File: src/hdl/cpp_pkg.sv
/*
  Shared constants and carriers for the charger and power-path controller.
  Assumes a single device clock and an APB master with 32-bit data.
*/
package cpp_pkg;

  // Register byte addresses
  localparam logic [7:0] ADDR_CTRL = 8'h00;
  localparam logic [7:0] ADDR_STAT = 8'h04;
  localparam logic [7:0] ADDR_EVT = 8'h08;

  // Control register fields
  localparam int B_ALLOW = 0;
  localparam int B_RUN = 1;
  localparam int B_SUSP = 2;
  localparam int B_LIM_HI = 3;
  localparam int B_LIM_WIDE = 4;
  localparam int B_RATE_LO = 5;
  localparam int B_RATE_HI = 6;
  localparam int B_FIN_BLK = 7;
  localparam int B_SLEEP = 8;
  localparam int B_ID_LO = 9;
  localparam int CTRL_W = 11;
  localparam logic [CTRL_W-1:0] CTRL_RST = 11'h003;

  // Event register bits, write one to clear
  localparam int E_REMOVED = 0;
  localparam int E_TERM = 1;
  localparam int E_FAULT_SC = 2;

  // Charge references in tenths of a percent of the full fast reference
  localparam logic [9:0] REF_PRE = 10'h064;
  localparam logic [9:0] REF_25 = 10'h0FA;
  localparam logic [9:0] REF_50 = 10'h1F4;
  localparam logic [9:0] REF_75 = 10'h2EE;
  localparam logic [9:0] REF_100 = 10'h3E8;
  localparam logic [9:0] TERM_DIV = 10'h00A;

  // USB input limit codes
  localparam logic [1:0] LIM_100MA = 2'h0;
  localparam logic [1:0] LIM_500MA = 2'h1;
  localparam logic [1:0] LIM_FULL = 2'h2;

  typedef enum logic [2:0] {
    PH_IDLE,
    PH_PRE,
    PH_FAST,
    PH_REG,
    PH_DONE
  } cpp_phase_t;

  // Comparator and loop flags from the analog side
  typedef struct packed {
    logic ac_ok;
    logic usb_ok;
    logic out_short;
    logic bat_short;
    logic sup_need;
    logic dppm_low;
    logic chg_zero;
    logic nobat;
    logic lowv;
    logic below_rch;
    logic above_pre;
    logic cv_loop;
    logic taper;
    logic hot;
  } cpp_cmp_t;

  // Switch and pullup drive
  typedef struct packed {
    logic ac_on;
    logic usb_on;
    logic bat_on;
    logic in_pullup;
    logic bat_pullup;
    logic discharge;
  } cpp_sw_t;

endpackage

File: src/hdl/cpp_ctrl.sv
/*
  Charger phase sequencer and power-path switch control with an APB register file.
  Assumes comparator flags arrive asynchronously from analog circuitry and the
  pack-removal comparator is already deglitched.
*/
// Implementation choices: the APB slave port and the register addresses.
`timescale 1ns/1ps

module cpp_ctrl #(
  parameter int STARTUP_CYCLES = 1024
) (
  // Clock and reset
  input wire logic clk_sys,
  input wire logic rst_n,
  // APB slave
  input wire logic psel,
  input wire logic penable,
  input wire logic pwrite,
  input wire logic [7:0] paddr,
  input wire logic [31:0] pwdata,
  output logic [31:0] prdata,
  output logic pready,
  output logic pslverr,
  // Analog flags
  input wire cpp_pkg::cpp_cmp_t cmp_in,
  // Power path drive
  output cpp_pkg::cpp_sw_t sw,
  output logic [1:0] usb_limit,
  // Charger drive
  output logic chg_enable,
  output logic [9:0] chg_ref,
  output logic [9:0] term_ref,
  output logic thermal_fold,
  output logic chg_reduce,
  output logic timer_start,
  output logic [2:0] phase,
  // Pack identification
  output logic pack_id_src_en,
  output logic [1:0] pack_id_level
);

  cpp_pkg::cpp_cmp_t cmp_meta;
  cpp_pkg::cpp_cmp_t cmp;
  logic [cpp_pkg::CTRL_W-1:0] ctrl;
  logic [2:0] evt;
  logic [$clog2(STARTUP_CYCLES+1)-1:0] boot_cnt;
  logic booting;
  cpp_pkg::cpp_phase_t st;
  cpp_pkg::cpp_phase_t next_st;
  logic allow_eff;
  logic run_eff;
  logic susp_eff;
  logic [1:0] rate;
  logic run_ok;
  logic input_ok;
  logic en_d;
  logic input_d;
  logic fin_d;
  logic restart_req;
  logic supplement;
  logic term_ok;
  logic start;
  logic wr_en;
  logic rd_en;
  logic mapped;
  logic [9:0] fast_ref;
  logic [2:0] evt_set;
  logic evt_clr;
  logic rise_req;
  logic [31:0] stat_word;

  // Comparators cross from the analog domain
  always_ff @(posedge clk_sys or negedge rst_n)
  begin
    if (!rst_n)
    begin
      cmp_meta <= '0;
      cmp <= '0;
    end
    else
    begin
      cmp_meta <= cmp_in;
      cmp <= cmp_meta;
    end
  end

  // APB decode; one wait state so read data comes from a flop
  assign mapped = (paddr == cpp_pkg::ADDR_CTRL) || (paddr == cpp_pkg::ADDR_STAT) ||
                  (paddr == cpp_pkg::ADDR_EVT);
  assign wr_en = psel && penable && pready && pwrite && mapped;
  assign rd_en = psel && penable && !pready;

  // Flags are the synced copies, so software sees what the sequencer acts on
  assign stat_word = {14'h0000, cmp, booting, st};

  // Every transfer, read or write, gets exactly one wait state
  always_ff @(posedge clk_sys or negedge rst_n)
  begin
    if (!rst_n)
    begin
      pready <= 1'b0;
      pslverr <= 1'b0;
    end
    else
    begin
      pready <= rd_en;
      pslverr <= rd_en && !mapped;
    end
  end

  // Read data is loaded in the first access cycle and held after it
  always_ff @(posedge clk_sys or negedge rst_n)
  begin
    if (!rst_n)
      prdata <= '0;
    else if (rd_en)
    begin
      case (paddr)
        cpp_pkg::ADDR_CTRL: prdata <= {21'h000000, ctrl};
        cpp_pkg::ADDR_STAT: prdata <= stat_word;
        cpp_pkg::ADDR_EVT: prdata <= {29'h00000000, evt};
        default: prdata <= '0;
      endcase
    end
  end

  // Control register; held bits keep their value through startup
  always_ff @(posedge clk_sys or negedge rst_n)
  begin
    if (!rst_n)
      ctrl <= cpp_pkg::CTRL_RST;
    else if (wr_en && paddr == cpp_pkg::ADDR_CTRL)
      ctrl <= pwdata[cpp_pkg::CTRL_W-1:0];
  end

  // Event sources, one per sticky bit
  assign evt_set[cpp_pkg::E_REMOVED] = cmp.nobat;
  assign evt_set[cpp_pkg::E_TERM] = st == cpp_pkg::PH_REG && next_st == cpp_pkg::PH_DONE;
  assign evt_set[cpp_pkg::E_FAULT_SC] = cmp.out_short || cmp.bat_short;
  assign evt_clr = wr_en && paddr == cpp_pkg::ADDR_EVT;

  // Sticky events; a new event wins over a clear in the same cycle, so none is lost to software
  for (genvar i = 0; i < $bits(evt); i++)
  begin : g_evt
    always_ff @(posedge clk_sys or negedge rst_n)
    begin
      if (!rst_n)
        evt[i] <= 1'b0;
      else if (evt_set[i])
        evt[i] <= 1'b1;
      else if (evt_clr && pwdata[i])
        evt[i] <= 1'b0;
    end
  end

  // Startup window after power-on
  always_ff @(posedge clk_sys or negedge rst_n)
  begin
    if (!rst_n)
      boot_cnt <= '0;
    else if (booting)
      boot_cnt <= boot_cnt + 1'b1;
  end
  assign booting = boot_cnt < STARTUP_CYCLES[$bits(boot_cnt)-1:0];

  // Startup overrides, released to the stored bits at the window's end
  assign allow_eff = booting ? 1'b1 : ctrl[cpp_pkg::B_ALLOW];
  assign run_eff = booting ? 1'b1 : ctrl[cpp_pkg::B_RUN];
  assign susp_eff = booting ? 1'b0 : ctrl[cpp_pkg::B_SUSP];
  assign rate = {ctrl[cpp_pkg::B_RATE_HI], ctrl[cpp_pkg::B_RATE_LO]};
  assign input_ok = cmp.ac_ok || cmp.usb_ok;
  assign run_ok = input_ok && allow_eff && run_eff && !susp_eff;

  // Level history for the restart edge detectors
  always_ff @(posedge clk_sys or negedge rst_n)
  begin
    if (!rst_n)
    begin
      en_d <= 1'b0;
      input_d <= 1'b0;
      fin_d <= 1'b0;
    end
    else
    begin
      en_d <= allow_eff && run_eff;
      input_d <= input_ok;
      fin_d <= ctrl[cpp_pkg::B_FIN_BLK];
    end
  end

  // Restart triggers: enable re-asserted or input re-inserted
  assign rise_req = (allow_eff && run_eff && !en_d) || (input_ok && !input_d);

  // A start consumes the request, even one raised by the edge that caused it;
  // a stale request would restart the cell right after termination
  always_ff @(posedge clk_sys or negedge rst_n)
  begin
    if (!rst_n)
      restart_req <= 1'b0;
    else if (start)
      restart_req <= 1'b0;
    else if (rise_req)
      restart_req <= 1'b1;
  end

  assign supplement = input_ok && allow_eff &&
                      (cmp.sup_need || (cmp.dppm_low && cmp.chg_zero));
  assign term_ok = cmp.taper && !cmp.hot && !cmp.dppm_low && !supplement &&
                   !ctrl[cpp_pkg::B_FIN_BLK];
  assign start = next_st == cpp_pkg::PH_PRE && (st == cpp_pkg::PH_IDLE || st == cpp_pkg::PH_DONE);

  // Phase sequencer
  always_comb
  begin
    next_st = st;
    if (!run_ok)
      next_st = cpp_pkg::PH_IDLE;
    else
    begin
      case (st)
        cpp_pkg::PH_IDLE:
          if (cmp.below_rch || restart_req)
            next_st = cpp_pkg::PH_PRE;
        cpp_pkg::PH_PRE:
          if (cmp.above_pre)
            next_st = cpp_pkg::PH_FAST;
        cpp_pkg::PH_FAST:
          if (cmp.cv_loop)
            next_st = cpp_pkg::PH_REG;
        cpp_pkg::PH_REG:
          if (term_ok)
            next_st = cpp_pkg::PH_DONE;
        cpp_pkg::PH_DONE:
          if (cmp.below_rch || restart_req || (ctrl[cpp_pkg::B_FIN_BLK] && !fin_d))
            next_st = cpp_pkg::PH_PRE;
        default:
          next_st = cpp_pkg::PH_IDLE;
      endcase
    end
  end

  always_ff @(posedge clk_sys or negedge rst_n)
  begin
    if (!rst_n)
      st <= cpp_pkg::PH_IDLE;
    else
      st <= next_st;
  end

  // Rate scaling of the fast reference
  always_comb
  begin
    case (rate)
      2'h0: fast_ref = cpp_pkg::REF_25;
      2'h1: fast_ref = cpp_pkg::REF_50;
      2'h2: fast_ref = cpp_pkg::REF_75;
      default: fast_ref = cpp_pkg::REF_100;
    endcase
  end

  // Charger drive
  always_ff @(posedge clk_sys or negedge rst_n)
  begin
    if (!rst_n)
    begin
      chg_enable <= 1'b0;
      chg_ref <= '0;
      term_ref <= '0;
      timer_start <= 1'b0;
      phase <= '0;
    end
    else
    begin
      chg_enable <= st == cpp_pkg::PH_PRE || st == cpp_pkg::PH_FAST || st == cpp_pkg::PH_REG;
      // Deep-discharge current is set by the resistor alone, not by the rate field
      chg_ref <= (cmp.lowv || st == cpp_pkg::PH_PRE) ? cpp_pkg::REF_PRE : fast_ref;
      term_ref <= fast_ref / cpp_pkg::TERM_DIV;
      timer_start <= start;
      phase <= st;
    end
  end

  // Thermal loop overrides the other loops; both only ever lower the current
  always_ff @(posedge clk_sys or negedge rst_n)
  begin
    if (!rst_n)
    begin
      thermal_fold <= 1'b0;
      chg_reduce <= 1'b0;
    end
    else
    begin
      thermal_fold <= cmp.hot;
      chg_reduce <= cmp.hot || cmp.dppm_low;
    end
  end

  // Power path selection and short-circuit handling
  always_ff @(posedge clk_sys or negedge rst_n)
  begin
    if (!rst_n)
    begin
      sw <= '0;
      usb_limit <= cpp_pkg::LIM_100MA;
    end
    else
    begin
      sw.ac_on <= allow_eff && cmp.ac_ok && !cmp.out_short;
      sw.usb_on <= allow_eff && !cmp.ac_ok && cmp.usb_ok && !cmp.out_short;
      sw.bat_on <= !cmp.bat_short &&
                   (!allow_eff || !input_ok || supplement || chg_enable);
      sw.in_pullup <= cmp.out_short;
      sw.bat_pullup <= cmp.bat_short;
      sw.discharge <= cmp.nobat;
      if (booting || (!ctrl[cpp_pkg::B_LIM_WIDE] && !ctrl[cpp_pkg::B_LIM_HI]))
        usb_limit <= cpp_pkg::LIM_100MA;
      else if (ctrl[cpp_pkg::B_LIM_WIDE])
        usb_limit <= cpp_pkg::LIM_FULL;
      else
        usb_limit <= cpp_pkg::LIM_500MA;
    end
  end

  // Pack identification source
  always_ff @(posedge clk_sys or negedge rst_n)
  begin
    if (!rst_n)
    begin
      pack_id_src_en <= 1'b0;
      pack_id_level <= '0;
    end
    else
    begin
      pack_id_src_en <= !ctrl[cpp_pkg::B_SLEEP];
      pack_id_level <= ctrl[cpp_pkg::B_ID_LO +: 2];
    end
  end

endmodule // cpp_ctrl

File: config.mk
export PLATFORM = sky130hd
export DESIGN_NAME = cpp_ctrl
export DESIGN_NICKNAME = d
export VERILOG_FILES = /design/src/hdl/cpp_pkg.sv /design/src/hdl/cpp_ctrl.sv
export SDC_FILE = /design/constraint.sdc
export NUM_CORES = 1
export LEC_CHECK = 0
export BUFFER_PORTS_ARGS = -buffer_cell sky130_fd_sc_hd__clkbuf_2
export CORE_UTILIZATION = 50
export CTS_CLUSTER_DIAMETER = 50
export DETAILED_ROUTE_END_ITERATION = 10
export PLACE_DENSITY = 0.78
export SKIP_LAST_GASP = 1
export SYNTH_ARGS = -nofsm -noshare
export SYNTH_HDL_FRONTEND = slang
export SYNTH_SLANG_ARGS = --single-unit
File: constraint.sdc
create_clock -name clk_sys -period 2.1 [get_ports clk_sys]
set_clock_uncertainty 0.2 [all_clocks]
set_input_delay 0.315 -clock clk_sys [delete_from_list [all_inputs] [get_ports clk_sys]]
set_output_delay 0.315 -clock clk_sys [all_outputs]
set_load 0.03 [all_outputs]
== Word-level counts from Yosys, hierarchy flattened ==
Cells that the tools add are included.

* Flip-flop bits (word level): 132
* Bits of input ports: 59
* Output and inout bits: 72
* Logic and storage cells: 168

* Reductions and logical operators: 75
* Add/subtract/negate cells: 1
* Eq/ne operators: 10
* $lt $le $gt $ge: 1
* Mux-type cells: 23
* Divide/modulo/power cells: 1

{| class="wikitable"
|+ Operator list
! kind !! number
|-
| 18-bit case mux with 3 select lines || 1
|-
| 1-bit logical AND || 33
|-
| 10-bit case mux with 3 select lines || 1
|-
| 1-bit logical NOT || 18
|-
| 3-bit two-way mux || 6
|-
| 1-bit logical OR || 17
|-
| 3-bit case mux with 5 select lines || 1
|-
| 11-bit by 1-bit adder with 11-bit output (second input constant) || 1
|-
| 11-bit < comparator (second input constant) || 1
|-
| 1-bit two-way mux || 11
|-
| 10-bit by 4-bit divider with 10-bit output (second input constant) || 1
|-
| 10-bit two-way mux || 1
|-
| 8-bit by 3-bit == test with 1-bit output (second input constant) || 1
|-
| 8-bit by 4-bit == test with 1-bit output (second input constant) || 1
|-
| 8-bit logical NOT || 1
|-
| 2-bit nonzero test || 4
|-
| 3-bit by 1-bit == test with 1-bit output (second input constant) || 2
|-
| 3-bit by 2-bit == test with 1-bit output (second input constant) || 2
|-
| 3-bit == test (second input constant) || 2
|-
| 2-bit two-way mux || 2
|-
| 3-bit logical NOT || 1
|-
| 2-bit by 1-bit == test with 1-bit output (second input constant) || 1
|-
| 2-bit == test (second input constant) || 1
|-
| 2-bit logical NOT || 1
|}

== Longest topological paths before layout ==
* Word-level depth: 13
* Gate-level depth with buffers: 6
* Depth with buffers taken out: 6

== Worst setup path after synthesis ==
OpenSTA, ideal clock, no wires.

* Kind: reg2reg
* From: register ctrl[6] in the netlist's numbering
* To: register term_ref[0]
* Stages on the path, launching flop included: 7
* Library setup time: 0.133 ns
* Clock period less this slack: 1.811 ns
* Arrival time: 1.478 ns
* Setup slack: 0.289 ns
* Data required time: 1.767 ns
* Buffers on the path: 0
* Cell sequence: dfrtp_1 inv_1 ha_1 or2_2 nor2b_1 a221oi_1 o211ai_1

* Longest elaborated chain between the ends: 3
* Elaborated cells on any way between the ends: 5
* Those cells by class: 1 x div; 2 x eq/ne; 1 x mux; 1 x reduce/logical

{| class="wikitable"
|+ Ends and longest elaborated chain
! item !! line !! RTL
|-
| start: declaration || cpp_ctrl.sv:44 || <nowiki>logic [cpp_pkg::CTRL_W-1:0] ctrl;</nowiki>
|-
| start signal: assignment || cpp_ctrl.sv:131 || <nowiki>ctrl <= cpp_pkg::CTRL_RST;</nowiki>
|-
| start signal: assignment || cpp_ctrl.sv:133 || <nowiki>ctrl <= pwdata[cpp_pkg::CTRL_W-1:0];</nowiki>
|-
| 2-bit == test, or another cell as far along || cpp_ctrl.sv:253 || <nowiki>case (rate)</nowiki>
|-
| 10-bit case mux with 3 select lines * || cpp_ctrl.sv:253 ||
|-
| 10-bit by 4-bit divider with 10-bit output * || cpp_ctrl.sv:277 || <nowiki>term_ref <= fast_ref / cpp_pkg::TERM_DIV;</nowiki>
|-
| end signal: assignment || cpp_ctrl.sv:277 ||
|-
| end: declaration || cpp_ctrl.sv:32 || <nowiki>output logic [9:0] term_ref,</nowiki>
|}

Every way passes the cells marked *; elsewhere a longest branch is shown, timed or not.
A chain may end at the register's enable or synchronous reset.

== Worst setup path in the final report ==
* From: register ctrl[5] in the netlist's numbering
* To: register term_ref[0]

Same word-level chain as after synthesis.

==> metrics.csv <==
stage,metric,value,unit
floorplanning,Die Width,95.01,um
route,overall routed net length,9084,um
clock_network,worst skew pair latency,0.51,ns
power,switching power,0.001570,W
critical_path,worst r2r dst,term_ref[0],
power,Static Leak,2.911,nW
critical_path,CP max FO,7,
synthesis,Post-synth EDFFs,0,
power,Net Sw Frac,25.84,%
critical_path,worst reg-to-reg setup slack,0.17,ns
grt,number of global-route vias before repair,2973,
critical_path,reg2reg path depth,5,
power,Max VDD drop,637.3,uV
clock_network,CTS Sinks,113,
critical_path,CP Launch Type,flop,
floorplanning,starting density of the core,52.12,%
clock_network,cts bufs inserted,17,
cells_and_area,Syn-to-layout area delta,33.50,%
power,Clk pwr share,49.7,%
critical_path,reg2reg start,ctrl[5],
critical_path,nature of the critical path endpoint,flop,
route,DR vias,2931,
synthesis,Post-synth top flop,dfrtp_1,
place,Final GP Congestion,0.8109,
cells_and_area,layout cell share with drive strength beyond 1,32.64,%
grt,first-pass GRT wire length,14370,um
power,Int Pwr,0.004504,W
route,vias per cell,5.027,
clock_network,worst-case clock buffer depth,2,
floorplanning,die footprint,9027,um^2
floorplanning,I/O pin cnt,131,
sta,Tightest Pin Transition,0.5209,ns
place,Place WS,0.1146,ns
sta,Rel. slew slack,65.20,%
floorplanning,die span in y,95.01,um
clock_network,CTS HTree Levels,4,
clock_network,Root Driver,clkbuf_8,
sta,crit share post-route,92.03,%
clock_network,Clock transition at path regs,0.06,ns
route,TritonRoute pass-1 iters,4,
route,Iter 0 DRT Violations,152,
cells_and_area,nets@finish,532,
critical_path,CP peak stage delay,0.47,ns
sta,Hold Slack,0.05895,ns
synthesis,yosys warns,0,
sta,Final Worst Setup Slack,0.1673,ns
critical_path,WS Path Type,flop to flop,
clock_network,Post-CTS Setup Bufs,0,
power,Comb power frac,10.7,%
floorplanning,Row Count,33,
sta,TNS Setup,0,ns
sta,fmax,517.4,MHz
cells_and_area,Final Cell Area,5774,um^2
place,IO buf count,91,
synthesis,synthesized area,4325,um^2
power,sequential power share,39.6,%
run,Max-Cap Viols,0,
route,DRC,0,
critical_path,slowest CP cell,dfrtp_1,
grt,"Remaining Overflow, GRT",0,
sta,unrepaired setup endpoints after global routing,no,
synthesis,"Distinct cells, synth",47,
grt,antenna violations before repair,0,
route,DRT antenna net count,0,
power,PD cells,1052,nW/um^2
run_status,outcome,finished clean,
cells_and_area,ANT cells,0,
sta,Tmin final,1.933,ns
grt,largest net degree at the start of global routing,57,
synthesis,flop and latch count out of synthesis,113,
place,Final HPWL DP,5724,um
critical_path,crit-path cells,"ha_1, or2_2, nor2b_1, a221oi_1, o211ai_1",
sta,final setup violation count,0,
synthesis,Cells after Synth,330,
min_path,min-delay worst type,input port to asynchronous set/reset pin,
critical_path,Worst Path Arrival,2.11,ns
place,"Cell Area, Placed",4867,um^2
critical_path,"Req. time, crit path",2.28,ns
floorplanning,CORE AREA,8299,um^2
grt,gr usage total,21.95,%
cells_and_area,filler cell count,581,
cells_and_area,fin util,69.58,%
route,WL/cell,15.58,um
synthesis,Async SR Flop Fraction,100.0,%
synthesis,"Avg Cell Area, Syn",13.11,um^2
synthesis,post-synthesis sequential area ratio,65.43,%
sta,Final Hold Fails,0,
sta,fin. max-slew vios,0,
clock_network,CTS tree,yes,
## how the worst max path moves through the flow
stage            start     endpoint  slack, ns  cells past startpoint
3_3_place_gp   ctrl[6]  term_ref[0]       0.19                      6
4_1_cts        ctrl[6]  term_ref[0]       0.11                      6
5_1_grt        ctrl[6]  term_ref[0]       0.07                      6
3_5_place_dp   ctrl[6]  term_ref[0]       0.11                      6
2_1_floorplan  ctrl[6]  term_ref[0]       0.29                      6
6_report       ctrl[5]  term_ref[0]       0.17                      5
## registers in the layout, summed over array words and instances, names as in the netlist, 2 cells and up
name           flops
pack_id_level      2
sw                 6
ctrl              11
cmp_meta          14
prdata            18
evt                3
phase              3
chg_ref            8
boot_cnt          11
st                 3
term_ref           7
cmp               14
usb_limit          2
## logic make-up after synthesis
family,Yosys count,share of synthesized area [%]
DFF,113,65.43
muxes,22,6.306
other,2,0.1736
buffers and inverters,41,5.467
and+or+nand+nor,88,11.28
xor gates and xnor gates,9,1.822
adders and majority gates,8,2.314
AOI/OAI and AO/OA,47,7.203
## cell type report
type,count,area (um^2),area share (%)
multi-input cells,193,1329,23.01
flip-flops and latches,113,2831,49.04
inverters,14,52.55,0.9101
repair buffers,126,800.8,13.87
well taps,105,131.4,2.275
clock inverters,14,201.4,3.489
clock buffers,18,427.9,7.411
## critical path: cells and delay by family (launching register included)
family / cells / cell delay (ns)
flip-flops: 1 / 0.47
AND/OR/NAND/NOR: 2 / 0.45
AO/OA/AOI/OAI: 2 / 0.41
adder cells (fa/ha/maj): 1 / 0.28
## Yosys cell counts (2+ instances only)
library cell  number  area share (%)
nor3_1             3            0.35
nor2b_1            6            0.87
and2_1             4            0.58
ha_1               8             2.3
mux2_2             2            0.52
conb_1             2            0.17
xor2_1             2            0.41
dfstp_2            2             1.2
o31ai_1            2            0.35
nand2b_1           7             1.0
clkbuf_1           4            0.35
buf_4             19             3.3
mux2i_1           10             2.3
nand3_1            3            0.35
nand2_1           19             1.6
o21ai_0           14             1.6
nand4_1            7             1.0
xnor2_1            7             1.4
inv_1             14             1.2
a22o_1            11             2.2
dfrtp_1          111              64
mux2_4            10             3.5
a31oi_1            3            0.43
a21oi_1            8            0.93
nor2_1            20             1.7
or2_2              5            0.72
buf_2              3            0.35
o21bai_1           2            0.35
o211ai_1           2            0.35
nor4b_1            2            0.41
and3_1             2            0.29
## metrics by stage
step	cells	power (W)
after floorplan	347	0.002837
after global placement	524	0.003028
after detailed placement	524	0.003042
after CTS	583	0.006090
after global routing	583	0.006281
final	583	0.006073
## routing by layer
layer | vias up | share of wire, % | track usage, %
li1 | 1361 | - | -
met1 | 1440 | 40 | 26.79
met2 | 111 | 52 | 36.15
met3 | 19 | 5.6 | 5.742
met4 | 0 | 1.9 | 10.98
met5 | - | 0 | 0
## placed cells by master, fill, tap and decap left out, types with 2 or more instances in the layout
cell type      Yosys  final
inv_1             14     14
inv_6              0      4
xor2_1             2      2
dfrtp_1          111    110
and2_1             4      4
o21ai_0           14     14
a31oi_1            3      3
clkbuf_16          0     16
ha_1               8      8
o211ai_1           2      2
xnor2_1            7      7
mux2_4            10     10
clkinv_4           0      3
and3_1             2      2
mux2_2             2      2
buf_4             19      8
o31ai_1            2      2
nand4_1            7      7
nand2b_1           7      7
clkinvlp_4         0      2
nor2_1            20     20
mux2i_1           10     10
nand2_1           19     19
dlygate4sd3_1      0     27
clkbuf_2           0     90
conb_1             2     19
dfstp_2            2      2
a22o_1            11     11
a21oi_1            8      8
nor3_1             3      3
nand3_1            3      3
or2_2              5      5
bufinv_16          0      4
o21bai_1           2      2
clkbuf_8           0      2
nor2b_1            6      6
## timing repair
| item | in CTS | in global routing |
|---|---|---|
| hold buffers | 27 | 0 |
| resized for setup | 0 | 2 |
| setup endpoints to repair | 0 | 6 |
| endpoints found under the hold margin | 140 | 0 |
## power by group through the flow
stage / logic (W) / registers, W / clock network [W]
3_5_place_dp: 0.000607 / 0.00243 / 0
6_report: 0.000650 / 0.00240 / 0.00302
4_1_cts: 0.000649 / 0.00240 / 0.00304
5_1_grt: 0.000709 / 0.00242 / 0.00315
2_1_floorplan: 0.000264 / 0.00257 / 0
3_3_place_gp: 0.000595 / 0.00243 / 0
(Power assumes the default switching activity.)
